$ cat src/design/ext_bus_defs.vh
// Constants for the program fetch and external memory bus block
`ifndef EXT_BUS_DEFS_VH
`define EXT_BUS_DEFS_VH
`define RESET_PC 16'h0000
`define BOOT_USER_BASE 16'hF800
`define BOOT_PROG_TOP 16'h07FF
`define PAGE_REG_ADDR 8'h92
`define PAGE_REG_RESET 8'h00
`define CFG_P2_BIT 0
`define CFG_P0_BIT 1
`define CFG_RESET 8'hFF
`define SRC_INTERNAL 2'h0
`define SRC_BOOT 2'h1
`define SRC_EXTERNAL 2'h2
`define KIND_FETCH 2'h0
`define KIND_READ 2'h1
`define KIND_WRITE 2'h2
`define ADDR_CYCLES 3'h2
`define STROBE_CYCLES 3'h3
`endif

$ cat src/design/program_fetch_ext_memory_bus.v
// Program fetch steering and multiplexed external memory bus
`timescale 1ns/100ps
`include "ext_bus_defs.vh"
module program_fetch_ext_memory_bus #(
    parameter MEM_KB = 32
)(
    input wire mclk,
    input wire rst,
    input wire clkEn,
    input wire extFetchSelectPin,
    input wire progMode,
    input wire bootRomEnable,
    input wire [7:0] hwConfigByteOne,
    input wire cfgWrite,
    input wire [7:0] cfgWriteData,
    input wire [15:0] partitionLimit,
    input wire reqValid,
    input wire [1:0] reqKind,
    input wire reqShort,
    input wire [15:0] reqAddr,
    input wire [7:0] reqWdata,
    input wire [7:0] intRdata,
    input wire [7:0] bootRdata,
    input wire [7:0] sfrAddr,
    input wire sfrWrite,
    input wire [7:0] sfrWdata,
    input wire [7:0] lowPortIn,
    input wire [7:0] lowPortGpio,
    input wire [7:0] highPortGpio,
    input wire [7:0] lowPortGpioOe,
    output reg [15:0] pcStart,
    output reg [7:0] sfrRdata,
    output reg reqBusy,
    output reg respValid,
    output reg [7:0] respData,
    output reg [1:0] respSource,
    output reg [7:0] lowPortOut,
    output reg [7:0] lowPortOeN,
    output reg [7:0] highPortOut,
    output reg addrLatchStrobe,
    output reg programReadStrobeN,
    output reg dataReadStrobeN,
    output reg dataWriteStrobeN,
    output reg strobePinsDedicated
);
// Sized wide first so the cut to 16 bits is deliberate
localparam [31:0] INT_TOP_WIDE = MEM_KB * 1024 - 1;
localparam [15:0] INT_TOP = INT_TOP_WIDE[15:0];
localparam [4:0] ST_IDLE = 5'h01;
localparam [4:0] ST_ADDR = 5'h02;
localparam [4:0] ST_STROBE = 5'h04;
localparam [4:0] ST_HOLD = 5'h08;
localparam [4:0] ST_DONE = 5'h10;

reg [7:0] extDataPage;
reg [7:0] hwCfg;
reg allExternal;
reg resetSeen;
reg [4:0] state;
reg [4:0] next_state;
reg [2:0] cnt;
reg [1:0] kind;
reg [1:0] src;
reg shortAddr;
reg [15:0] addr;
reg [7:0] wdata;
reg busOn;
reg [1:0] next_src;
reg [15:0] intLimit;

// Config changes only in programming mode; default is general I/O
always @(posedge mclk)
begin
    if (rst)
        hwCfg <= `CFG_RESET;
    else if (clkEn && cfgWrite && progMode)
        hwCfg <= cfgWriteData;
end

always @*
begin
    busOn = ~hwCfg[`CFG_P2_BIT] & ~hwCfg[`CFG_P0_BIT];
end

// Strap caught on the first enabled edge after reset release
always @(posedge mclk)
begin
    if (rst)
    begin
        allExternal <= 1'b0;
        resetSeen <= 1'b0;
        pcStart <= `RESET_PC;
    end
    else if (clkEn && !resetSeen)
    begin
        allExternal <= ~extFetchSelectPin;
        resetSeen <= 1'b1;
    end
end

always @(posedge mclk)
begin
    if (rst)
        extDataPage <= `PAGE_REG_RESET;
    else if (clkEn && sfrWrite && sfrAddr == `PAGE_REG_ADDR)
        extDataPage <= sfrWdata;
end

always @(posedge mclk)
begin
    if (rst)
        sfrRdata <= 8'h00;
    else if (clkEn)
        sfrRdata <= (sfrAddr == `PAGE_REG_ADDR) ? extDataPage : 8'h00;
end

// Source selection for a new request
always @*
begin
    intLimit = (partitionLimit < INT_TOP) ? partitionLimit
        : INT_TOP;
    next_src = `SRC_EXTERNAL;
    // Data moves use the external strobes whenever the bus is on
    if (reqKind != `KIND_FETCH)
        next_src = busOn ? `SRC_EXTERNAL : `SRC_INTERNAL;
    else if (bootRomEnable && !progMode && reqAddr >= `BOOT_USER_BASE)
        next_src = `SRC_BOOT;
    else if (progMode && reqAddr <= `BOOT_PROG_TOP)
        next_src = `SRC_BOOT;
    else if (allExternal)
        next_src = `SRC_EXTERNAL;
    else if (reqAddr <= intLimit)
        next_src = `SRC_INTERNAL;
    if (next_src == `SRC_EXTERNAL && reqKind == `KIND_FETCH && !busOn
        && !allExternal)
        next_src = `SRC_INTERNAL;
end

always @*
begin
    next_state = state;
    case (state)
        ST_IDLE:
            if (reqValid)
                next_state = ST_ADDR;
        ST_ADDR:
            if (cnt == 3'h0)
                next_state = ST_STROBE;
        ST_STROBE:
            if (cnt == 3'h0)
                next_state = ST_HOLD;
        ST_HOLD:
            next_state = ST_DONE;
        ST_DONE:
            next_state = ST_IDLE;
        default:
            next_state = ST_IDLE;
    endcase
end

always @(posedge mclk)
begin
    if (rst)
    begin
        state <= ST_IDLE;
        cnt <= 3'h0;
        kind <= `KIND_FETCH;
        src <= `SRC_INTERNAL;
        shortAddr <= 1'b0;
        addr <= 16'h0000;
        wdata <= 8'h00;
        reqBusy <= 1'b0;
        respValid <= 1'b0;
        respData <= 8'h00;
        respSource <= `SRC_INTERNAL;
        lowPortOut <= 8'h00;
        lowPortOeN <= 8'hFF;
        highPortOut <= 8'h00;
        addrLatchStrobe <= 1'b0;
        programReadStrobeN <= 1'b1;
        dataReadStrobeN <= 1'b1;
        dataWriteStrobeN <= 1'b1;
        strobePinsDedicated <= 1'b0;
    end
    else if (clkEn)
    begin
        state <= next_state;
        respValid <= 1'b0;
        strobePinsDedicated <= busOn;
        if (!busOn)
        begin
            // Ports stay general I/O whatever the core attempts
            lowPortOut <= lowPortGpio;
            lowPortOeN <= ~lowPortGpioOe;
            highPortOut <= highPortGpio;
            addrLatchStrobe <= 1'b0;
        end
        case (state)
            ST_IDLE:
            begin
                if (reqValid)
                begin
                    kind <= reqKind;
                    src <= next_src;
                    shortAddr <= reqShort;
                    addr <= reqAddr;
                    wdata <= reqWdata;
                    reqBusy <= 1'b1;
                    cnt <= `ADDR_CYCLES - 3'h1;
                    if (busOn)
                    begin
                        addrLatchStrobe <= 1'b1;
                        lowPortOeN <= 8'h00;
                        lowPortOut <= reqAddr[7:0];
                        highPortOut <= (reqKind != `KIND_FETCH && reqShort)
                            ? extDataPage : reqAddr[15:8];
                    end
                end
            end
            ST_ADDR:
            begin
                cnt <= cnt - 3'h1;
                if (cnt == 3'h0)
                begin
                    // Latch strobe falls on the same edge that the low port leaves the address
                    addrLatchStrobe <= 1'b0;
                    cnt <= `STROBE_CYCLES - 3'h1;
                    if (busOn && src == `SRC_EXTERNAL)
                    begin
                        if (kind == `KIND_WRITE)
                        begin
                            lowPortOut <= wdata;
                            dataWriteStrobeN <= 1'b0;
                        end
                        else
                        begin
                            lowPortOeN <= 8'hFF;
                            if (kind == `KIND_FETCH)
                                programReadStrobeN <= 1'b0;
                            else
                                dataReadStrobeN <= 1'b0;
                        end
                    end
                    else if (busOn)
                        lowPortOut <= 8'h00;
                end
            end
            ST_STROBE:
            begin
                cnt <= cnt - 3'h1;
                if (cnt == 3'h0)
                begin
                    if (src == `SRC_EXTERNAL && busOn)
                        respData <= lowPortIn;
                    else if (src == `SRC_BOOT)
                        respData <= bootRdata;
                    else
                        respData <= intRdata;
                    programReadStrobeN <= 1'b1;
                    dataReadStrobeN <= 1'b1;
                    dataWriteStrobeN <= 1'b1;
                end
            end
            ST_HOLD:
            begin
                // Write data stays past the strobe release, until the next request drives an address
                if (busOn && kind != `KIND_WRITE)
                    lowPortOeN <= 8'h00;
                if (busOn && kind != `KIND_WRITE)
                    lowPortOut <= 8'h00;
            end
            ST_DONE:
            begin
                respValid <= 1'b1;
                respSource <= src;
                reqBusy <= 1'b0;
            end
            default:
            begin
                reqBusy <= 1'b0;
            end
        endcase
    end
end
endmodule // program_fetch_ext_memory_bus

$ cat config.mk
export PLATFORM = sky130hd
export DESIGN_NAME = program_fetch_ext_memory_bus
export DESIGN_NICKNAME = d
export VERILOG_FILES = /design/src/design/program_fetch_ext_memory_bus.v
export VERILOG_INCLUDE_DIRS = /design/src /design/src/design
export SDC_FILE = /design/constraint.sdc
export NUM_CORES = 1
export LEC_CHECK = 0
export BUFFER_PORTS_ARGS = -buffer_cell sky130_fd_sc_hd__buf_2
export CORE_MARGIN = 2
export CORE_UTILIZATION = 35
export CTS_CLUSTER_DIAMETER = 40
export DETAILED_ROUTE_END_ITERATION = 6
export PLACE_DENSITY = 0.59
export REMOVE_ABC_BUFFERS = 1
export SLEW_MARGIN = 30
export SYNTH_ARGS = -nofsm -noshare
export SYNTH_HDL_FRONTEND = slang
export SYNTH_SLANG_ARGS = --single-unit
$ cat constraint.sdc
create_clock -name mclk -period 5.7 [get_ports mclk]
set_clock_uncertainty 0.05 [all_clocks]
set_input_delay 0.285 -clock mclk [delete_from_list [all_inputs] [get_ports mclk]]
set_output_delay 0.285 -clock mclk [all_outputs]
set_load 0.05 [all_outputs]
# Yosys cells after proc, flatten, opt, wreduce, memory -nomap -nowiden
# Cells that the tools add are included.
op_classes:
  n_mux: 63
  bitwise_logic: 6
  n_lt_le_gt_ge: 4
  n_reduce_logical: 34
  addsub: 1
  eq_ne: 19
op_table:
  columns: ["cell", "count"]
  rows:
  - ["8-bit 2-to-1 mux", 23]
  - ["8-bit case mux with 3 select lines", 2]
  - ["5-bit case mux with 4 select lines", 1]
  - ["1-bit 2-to-1 mux", 18]
  - ["2-bit inequality test, second input constant", 9]
  - ["16-bit >= comparator, second input constant", 1]
  - ["16-bit by 11-bit less-or-equal comparator with 1-bit output, second input constant", 1]
  - ["16-bit less-or-equal comparator", 1]
  - ["16-bit by 15-bit less-than comparator with 1-bit output, second input constant", 1]
  - ["16-bit 2-to-1 mux", 1]
  - ["5-bit 2-to-1 mux", 3]
  - ["1-bit logical AND", 14]
  - ["2-bit 2-to-1 mux", 7]
  - ["7-bit AND reduction", 2]
  - ["3-bit AND reduction", 4]
  - ["1-bit case mux with 2 select lines", 5]
  - ["3-bit case mux with 3 select lines", 1]
  - ["8-bit == test, second input constant", 1]
  - ["8-bit inverter", 1]
  - ["2-bit == test, second input constant", 3]
  - ["3-bit 2-to-1 mux", 2]
  - ["6-bit AND reduction", 1]
  - ["5-bit by 1-bit == test with 1-bit output, second input constant", 1]
  - ["5-bit by 2-bit == test with 1-bit output, second input constant", 1]
  - ["other kinds (15)", 23]
word_totals:
  inputBits: 132
  reg_bits: 81
  output_inout_bits: 65
  word_cells: 149

# Depth between registers and ports, before layout
logic_depth:
  word_depth: 13
  ltp_mapped: 10
  ltp_nobuf: 9

# Least setup slack after synthesis
# Ideal clock, no wire load.
synth_path:
  kind: "input-to-reg"
  from: "input partitionLimit[9]"
  to: "register src[1]"
  n_path_buf: 0
  t_arrival_ps: 2199
  slack_ps: 3377
  t_required_ps: 5577
  path_stages: 9
  setup_ps: 73
  path_cell_list: "nand4_1 o41ai_1 nor2_1 ha_1 nand4_1 nor2_1 nand3_1 or4b_1 o22ai_2"
synth_between:
  elab_chain_cells: 13
synth_rtl:
  columns: ["element", "line_no", "rtl"]
  rows:
  - ["from (decl)", "program_fetch_ext_memory_bus.v:16", "input wire [15:0] partitionLimit,"]
  - ["16-bit by 15-bit less-than comparator with 1-bit output", "program_fetch_ext_memory_bus.v:120", "intLimit = (partitionLimit < INT_TOP) ? partitionLimit"]
  - ["16-bit 2-to-1 mux (*)", "program_fetch_ext_memory_bus.v:120", null]
  - ["16-bit less-or-equal comparator (*)", "program_fetch_ext_memory_bus.v:132", "else if (reqAddr <= intLimit)"]
  - ["2-bit 2-to-1 mux (*)", "program_fetch_ext_memory_bus.v:132", null]
  - ["2-bit 2-to-1 mux (*)", "program_fetch_ext_memory_bus.v:130", "else if (allExternal)"]
  - ["2-bit 2-to-1 mux (*)", "program_fetch_ext_memory_bus.v:128", "else if (progMode && reqAddr <= `BOOT_PROG_TOP)"]
  - ["2-bit 2-to-1 mux (*)", "program_fetch_ext_memory_bus.v:126", "else if (bootRomEnable && !progMode && reqAddr >= `BOOT_USER_BASE)"]
  - ["2-bit 2-to-1 mux (*)", "program_fetch_ext_memory_bus.v:124", "if (reqKind != `KIND_FETCH)"]
  - ["2-bit == test (no line)", null, null]
  - ["1-bit logical AND (no line)", null, null]
  - ["1-bit logical AND (2 in series)", "program_fetch_ext_memory_bus.v:134", "if (next_src == `SRC_EXTERNAL && reqKind == `KIND_FETCH && !busOn"]
  - ["2-bit 2-to-1 mux (*)", "program_fetch_ext_memory_bus.v:134", null]
  - ["to (signal assigned)", "program_fetch_ext_memory_bus.v:168", "src <= `SRC_INTERNAL;"]
  - ["to (signal assigned)", "program_fetch_ext_memory_bus.v:204", "src <= next_src;"]
  - ["to (decl)", "program_fetch_ext_memory_bus.v:63", "reg [1:0] src;"]
# Mark *: on every way between the ends. The rest lies on a longest branch, timed or not.
# A chain may end at the register's enable or synchronous reset.

# Final worst setup path
layout_path:
  from: "register state[1]"
  to: "register lowPortOut[6]"
layout_between:
  elab_chain_cells: 2
  word_cells_on_any_way: 4
  cone_classes: "eq/ne: 3; mux: 1"
layout_rtl:
  columns: ["element", "line_no", "rtl"]
  rows:
  - ["from (decl)", "program_fetch_ext_memory_bus.v:59", "reg [4:0] state;"]
  - ["from (signal assigned)", "program_fetch_ext_memory_bus.v:187", "state <= next_state;"]
  - ["5-bit by 4-bit == test with 1-bit output (tied with other cells)", "program_fetch_ext_memory_bus.v:198", "case (state)"]
  - ["8-bit case mux with 3 select lines (*)", "program_fetch_ext_memory_bus.v:198", null]
  - ["to (signal assigned)", "program_fetch_ext_memory_bus.v:193", "lowPortOut <= lowPortGpio;"]
  - ["to (signal assigned)", "program_fetch_ext_memory_bus.v:214", "lowPortOut <= reqAddr[7:0];"]
  - ["to (signal assigned)", "program_fetch_ext_memory_bus.v:232", "lowPortOut <= wdata;"]
  - ["to (decl)", "program_fetch_ext_memory_bus.v:37", "output reg [7:0] lowPortOut,"]
# Marked as above.

==> metrics.md <==
| Metric | Value |
|---|---|
| Vias/cell | `5.33` |
| Largest net degree at the start of global routing | `45` |
| Clock sink total | `81` |
| Mux cell area share after synthesis | `roughly 6.3%` |
| Post-synthesis sequential area ratio | `33.9%` |
| Sequence of cells on the critical path | `nor4b_4 -> and3_2 -> a221oi_1 -> o32a_1 -> o31ai_1` |
| Root buffer cell | `clkbuf_16` |
| Routability Congestion | `between 0.8 and 0.9` |
| TNS Setup | `0 ns` |
| CP max stage cell | `dfxtp_1` |
| Cts bufs inserted | `9` |
| Min Tclk post-route | `between 2 and 2.5 ns` |
| Row cnt | `42` |
| Die Y | `approximately 120 µm` |
| CTS tree | `done` |
| Die W | `121 µm` |
| Hold buffers post-CTS | `0` |
| Seq. cell area | `1620 µm²` |
| First-pass GRT wire length | `23700 µm` |
| Reg clk slew, reported paths | `0.06 ns` |
| Ys async rst share | `0%` |
| Avg Cell Area, Syn | `7.83 µm²` |
| Hold Path Class | `input port to flip-flop` |
| Setup Buffers After CTS | `0` |
| Initial DRT Pass Iterations | `5` |
| Post-cts repair resize count | `0` |
| Post-synthesis cell area | `4780 µm²` |
| Filler cells | `1366` |
| Status | `finished, final reports clean` |
| Initial antenna violation count | `1` |
| R2R setup slack | `3.27 ns` |
| Rel. slew slack | `38.6%` |
| Core ar. | `13300 µm²` |
| FMAX | `slightly above 400 MHz` |
| Register bit count reported by yosys | `81` |
| Layout cells sized above 1 | `~28%` |
| Final wirelength | `around 15000 µm` |
| Vias in the first global route | `4658` |
| Yosys warning count | `0` |
| WL/cell | `16.2 µm` |
| Worst setup path endpoint | `lowPortOut[6]` |
| Crit path arrival time | `2.59 ns` |
| Post-synthesis to final-layout area growth | `24.2%` |
| Mapped Cells | `610` |
| Largest family of logic cells by synthesized area | `simple AND/OR/NAND/NOR gates` |
| # IOs | `between 150 and 200` |
| Antenna viol nets, final | `0` |
| Worst VDD drop | `0.124 mV` |
| Dpl hpwl | `11100 µm` |
| Final slew viol count | `0` |
| Delay-heaviest family, CP | `compound AO/OA/AOI/OAI gates` |
| Setup crit start kind | `flip-flop` |
| Initial Util | `a little over a third` |
| RSZ-0062 raised after global routing | `no` |
| Number of synthesized flops with an enable pin | `0` |
| Overflow after GRT | `0` |
| Synth Area in Adders | `roughly 4.7%` |
| CP bufs+invs | `0` |
| CP Depth | `5` |
| Die area | `14600 µm²` |
| Hold Vio Cnt, Final | `0` |
| Worst EP required | `~6 ns` |
| Max-cap violation count | `0` |
| Most used DFF post-synth | `dfxtp_1` |
| Worst slew pin tran | `0.917 ns` |
| Post-synth cell types | `73` |
| Worst r2r src | `state[1]` |
| Clk_lat worst skew | `0.34 ns` |
| Gr usage total | `between 20% and 30%` |
| DRC viols | `0` |
| Multi-input logic area | `between 2000 and 3000 µm²` |
| FF-to-FF End | `lowPortOut[6]` |
| Port bufs | `166` |
| Crit. Startpoint | `state[1]` |
| DRC marker count from the first detailed-route iteration | `between 300 and 400` |
| Post-synthesis simple-gate area fraction | `24.5%` |
| Max FO, Critical Path | `26` |
| Pwr Density | `264 nW/µm²` |
| Critical path class | `flip-flop to flip-flop` |
| Post-synthesis compound-gate area fraction | `22.8%` |
| H-Tree Depth | `3` |
| Period utilization | `a little over two fifths` |
| Synth Area in XOR/XNOR | `0.367%` |
| Routed via count | `4960` |
| Max clock buf depth | `2` |
| Final setup violation count | `0` |
| R2r worst-path depth | `5` |
| Crit. End Element | `flip-flop` |
| Worst hold margin | `0.0671 ns` |
| NumNets Final | `899` |
| Leakage | `2.57 nW` |
| Max incr delay on CP | `0.75 ns` |
[synth_stat cells, drive strengths merged (3+ instances only)]
library cell   n  area, µm²
mux2           8       90.1
nand2         52        195
and3          11       73.8
o21ai         23        115
a22oi          9       67.6
a211o         10       87.6
a32o           5       50.1
nor2b          7       43.8
a21oi         83        415
nor2          96        365
o31ai          3       36.3
nor3           9       50.1
clkbuf        25       93.8
or4            3       22.5
mux2i         21        210
nor4           7       56.3
a211oi        10       75.1
nand3         27        140
dfxtp         81       1620
nand2b         4       25.0
nand4          7       43.8
a221o          4       40.0
ha            18        225
inv           10       37.5
buf           32        211
[where the power goes]
part | total (mW) | switching, mW | internal (mW)
Sequential | 0.617 | 0.0261 | 0.591
Combinational | 0.334 | 0.218 | 0.115
Clock | 0.618 | 0.237 | 0.381
[registers in the layout, summed over array words and instances (netlist names), 3 cells and up]
register     flops
lowPortOeN       8
state            5
wdata            8
cnt              3
sfrRdata         8
extDataPage      8
lowPortOut       8
respData         8
highPortOut      8
[cells in the final DEF, fill, tap and decap left out, types with 8 or more instances in the layout]
cell / instances
conb_1: 17
o21ai_0: 21
nor2_1: 94
a211o_1: 10
nor3_1: 8
clkbuf_16: 9
ha_1: 18
and3_1: 9
a22oi_1: 9
buf_2: 166
mux2i_1: 21
a21oi_1: 83
nand3_1: 26
a211oi_1: 10
mux2_2: 8
inv_1: 9
dfxtp_1: 81
nand2_1: 52
[worst min path at each step]
stage / startpoint / to / slack, ns / cells past startpoint
6_report: extFetchSelectPin / allExternal / 0.07 / 2
5_1_grt: extFetchSelectPin / allExternal / 0.07 / 2
4_1_cts: extFetchSelectPin / allExternal / 0.06 / 2
3_5_place_dp: wdata[3] / wdata[3] / 0.40 / 2
3_3_place_gp: cnt[0] / cnt[0] / 0.39 / 2
2_1_floorplan: rst / cnt[0] / 0.30 / 1
[metrics by stage]
stage | setup slack (ns) | instances | power [mW] | utilization [%] | instance area, µm²
detailed placement | 2.87 | 914 | 0.960 | 42.2 | 5610
CTS | 3.05 | 929 | 1.58 | 44.6 | 5920
global route | 3.11 | 930 | 1.64 | 44.6 | 5940
floorplan | 3.38 | 568 | 0.839 | - | 4530
global placement | 2.96 | 914 | 0.951 | 42.2 | 5610
finish | 3.27 | 930 | 1.57 | 44.6 | 5940
[worst reg2reg max path, stage by stage (launching register included)]
cell	delay [ns]
dfxtp_1	0.75
nor4b_4	0.12
and3_2	0.43
a221oi_1	0.62
o32a_1	0.26
o31ai_1	0.06
[kinds of logic (layout without fill, tap and decap cells)]
group	Yosys count	in the layout
flip-flops	81	81
AO/OA/AOI/OAI	170	170
multiplexers	29	29
adder cells (fa/ha/maj)	18	18
AND/OR/NAND/NOR	240	240
other	2	18
buffers and inverters	68	196
XOR/XNOR	2	2
[metal layers]
layer | vias to the layer above | track usage (%) | wire length (µm)
met5 | - | 0 | 0
met1 | 2328 | 26.6 | 6530
li1 | 2449 | - | -
met4 | 0 | 6.03 | 206
met3 | 14 | 3.35 | 926
met2 | 169 | 35.2 | 7370
[final cells by class]
type / instances / area share, %
antenna: 1 / 0.0422
inverter: 11 / 0.696
clock buffer: 10 / 3.86
timing repair buffer: 170 / 14.5
clock inverter: 5 / 1.37
sequential: 81 / 27.3
multi-input combinational: 476 / 48.5
tap: 176 / 3.71
(Power assumes the default switching activity.)
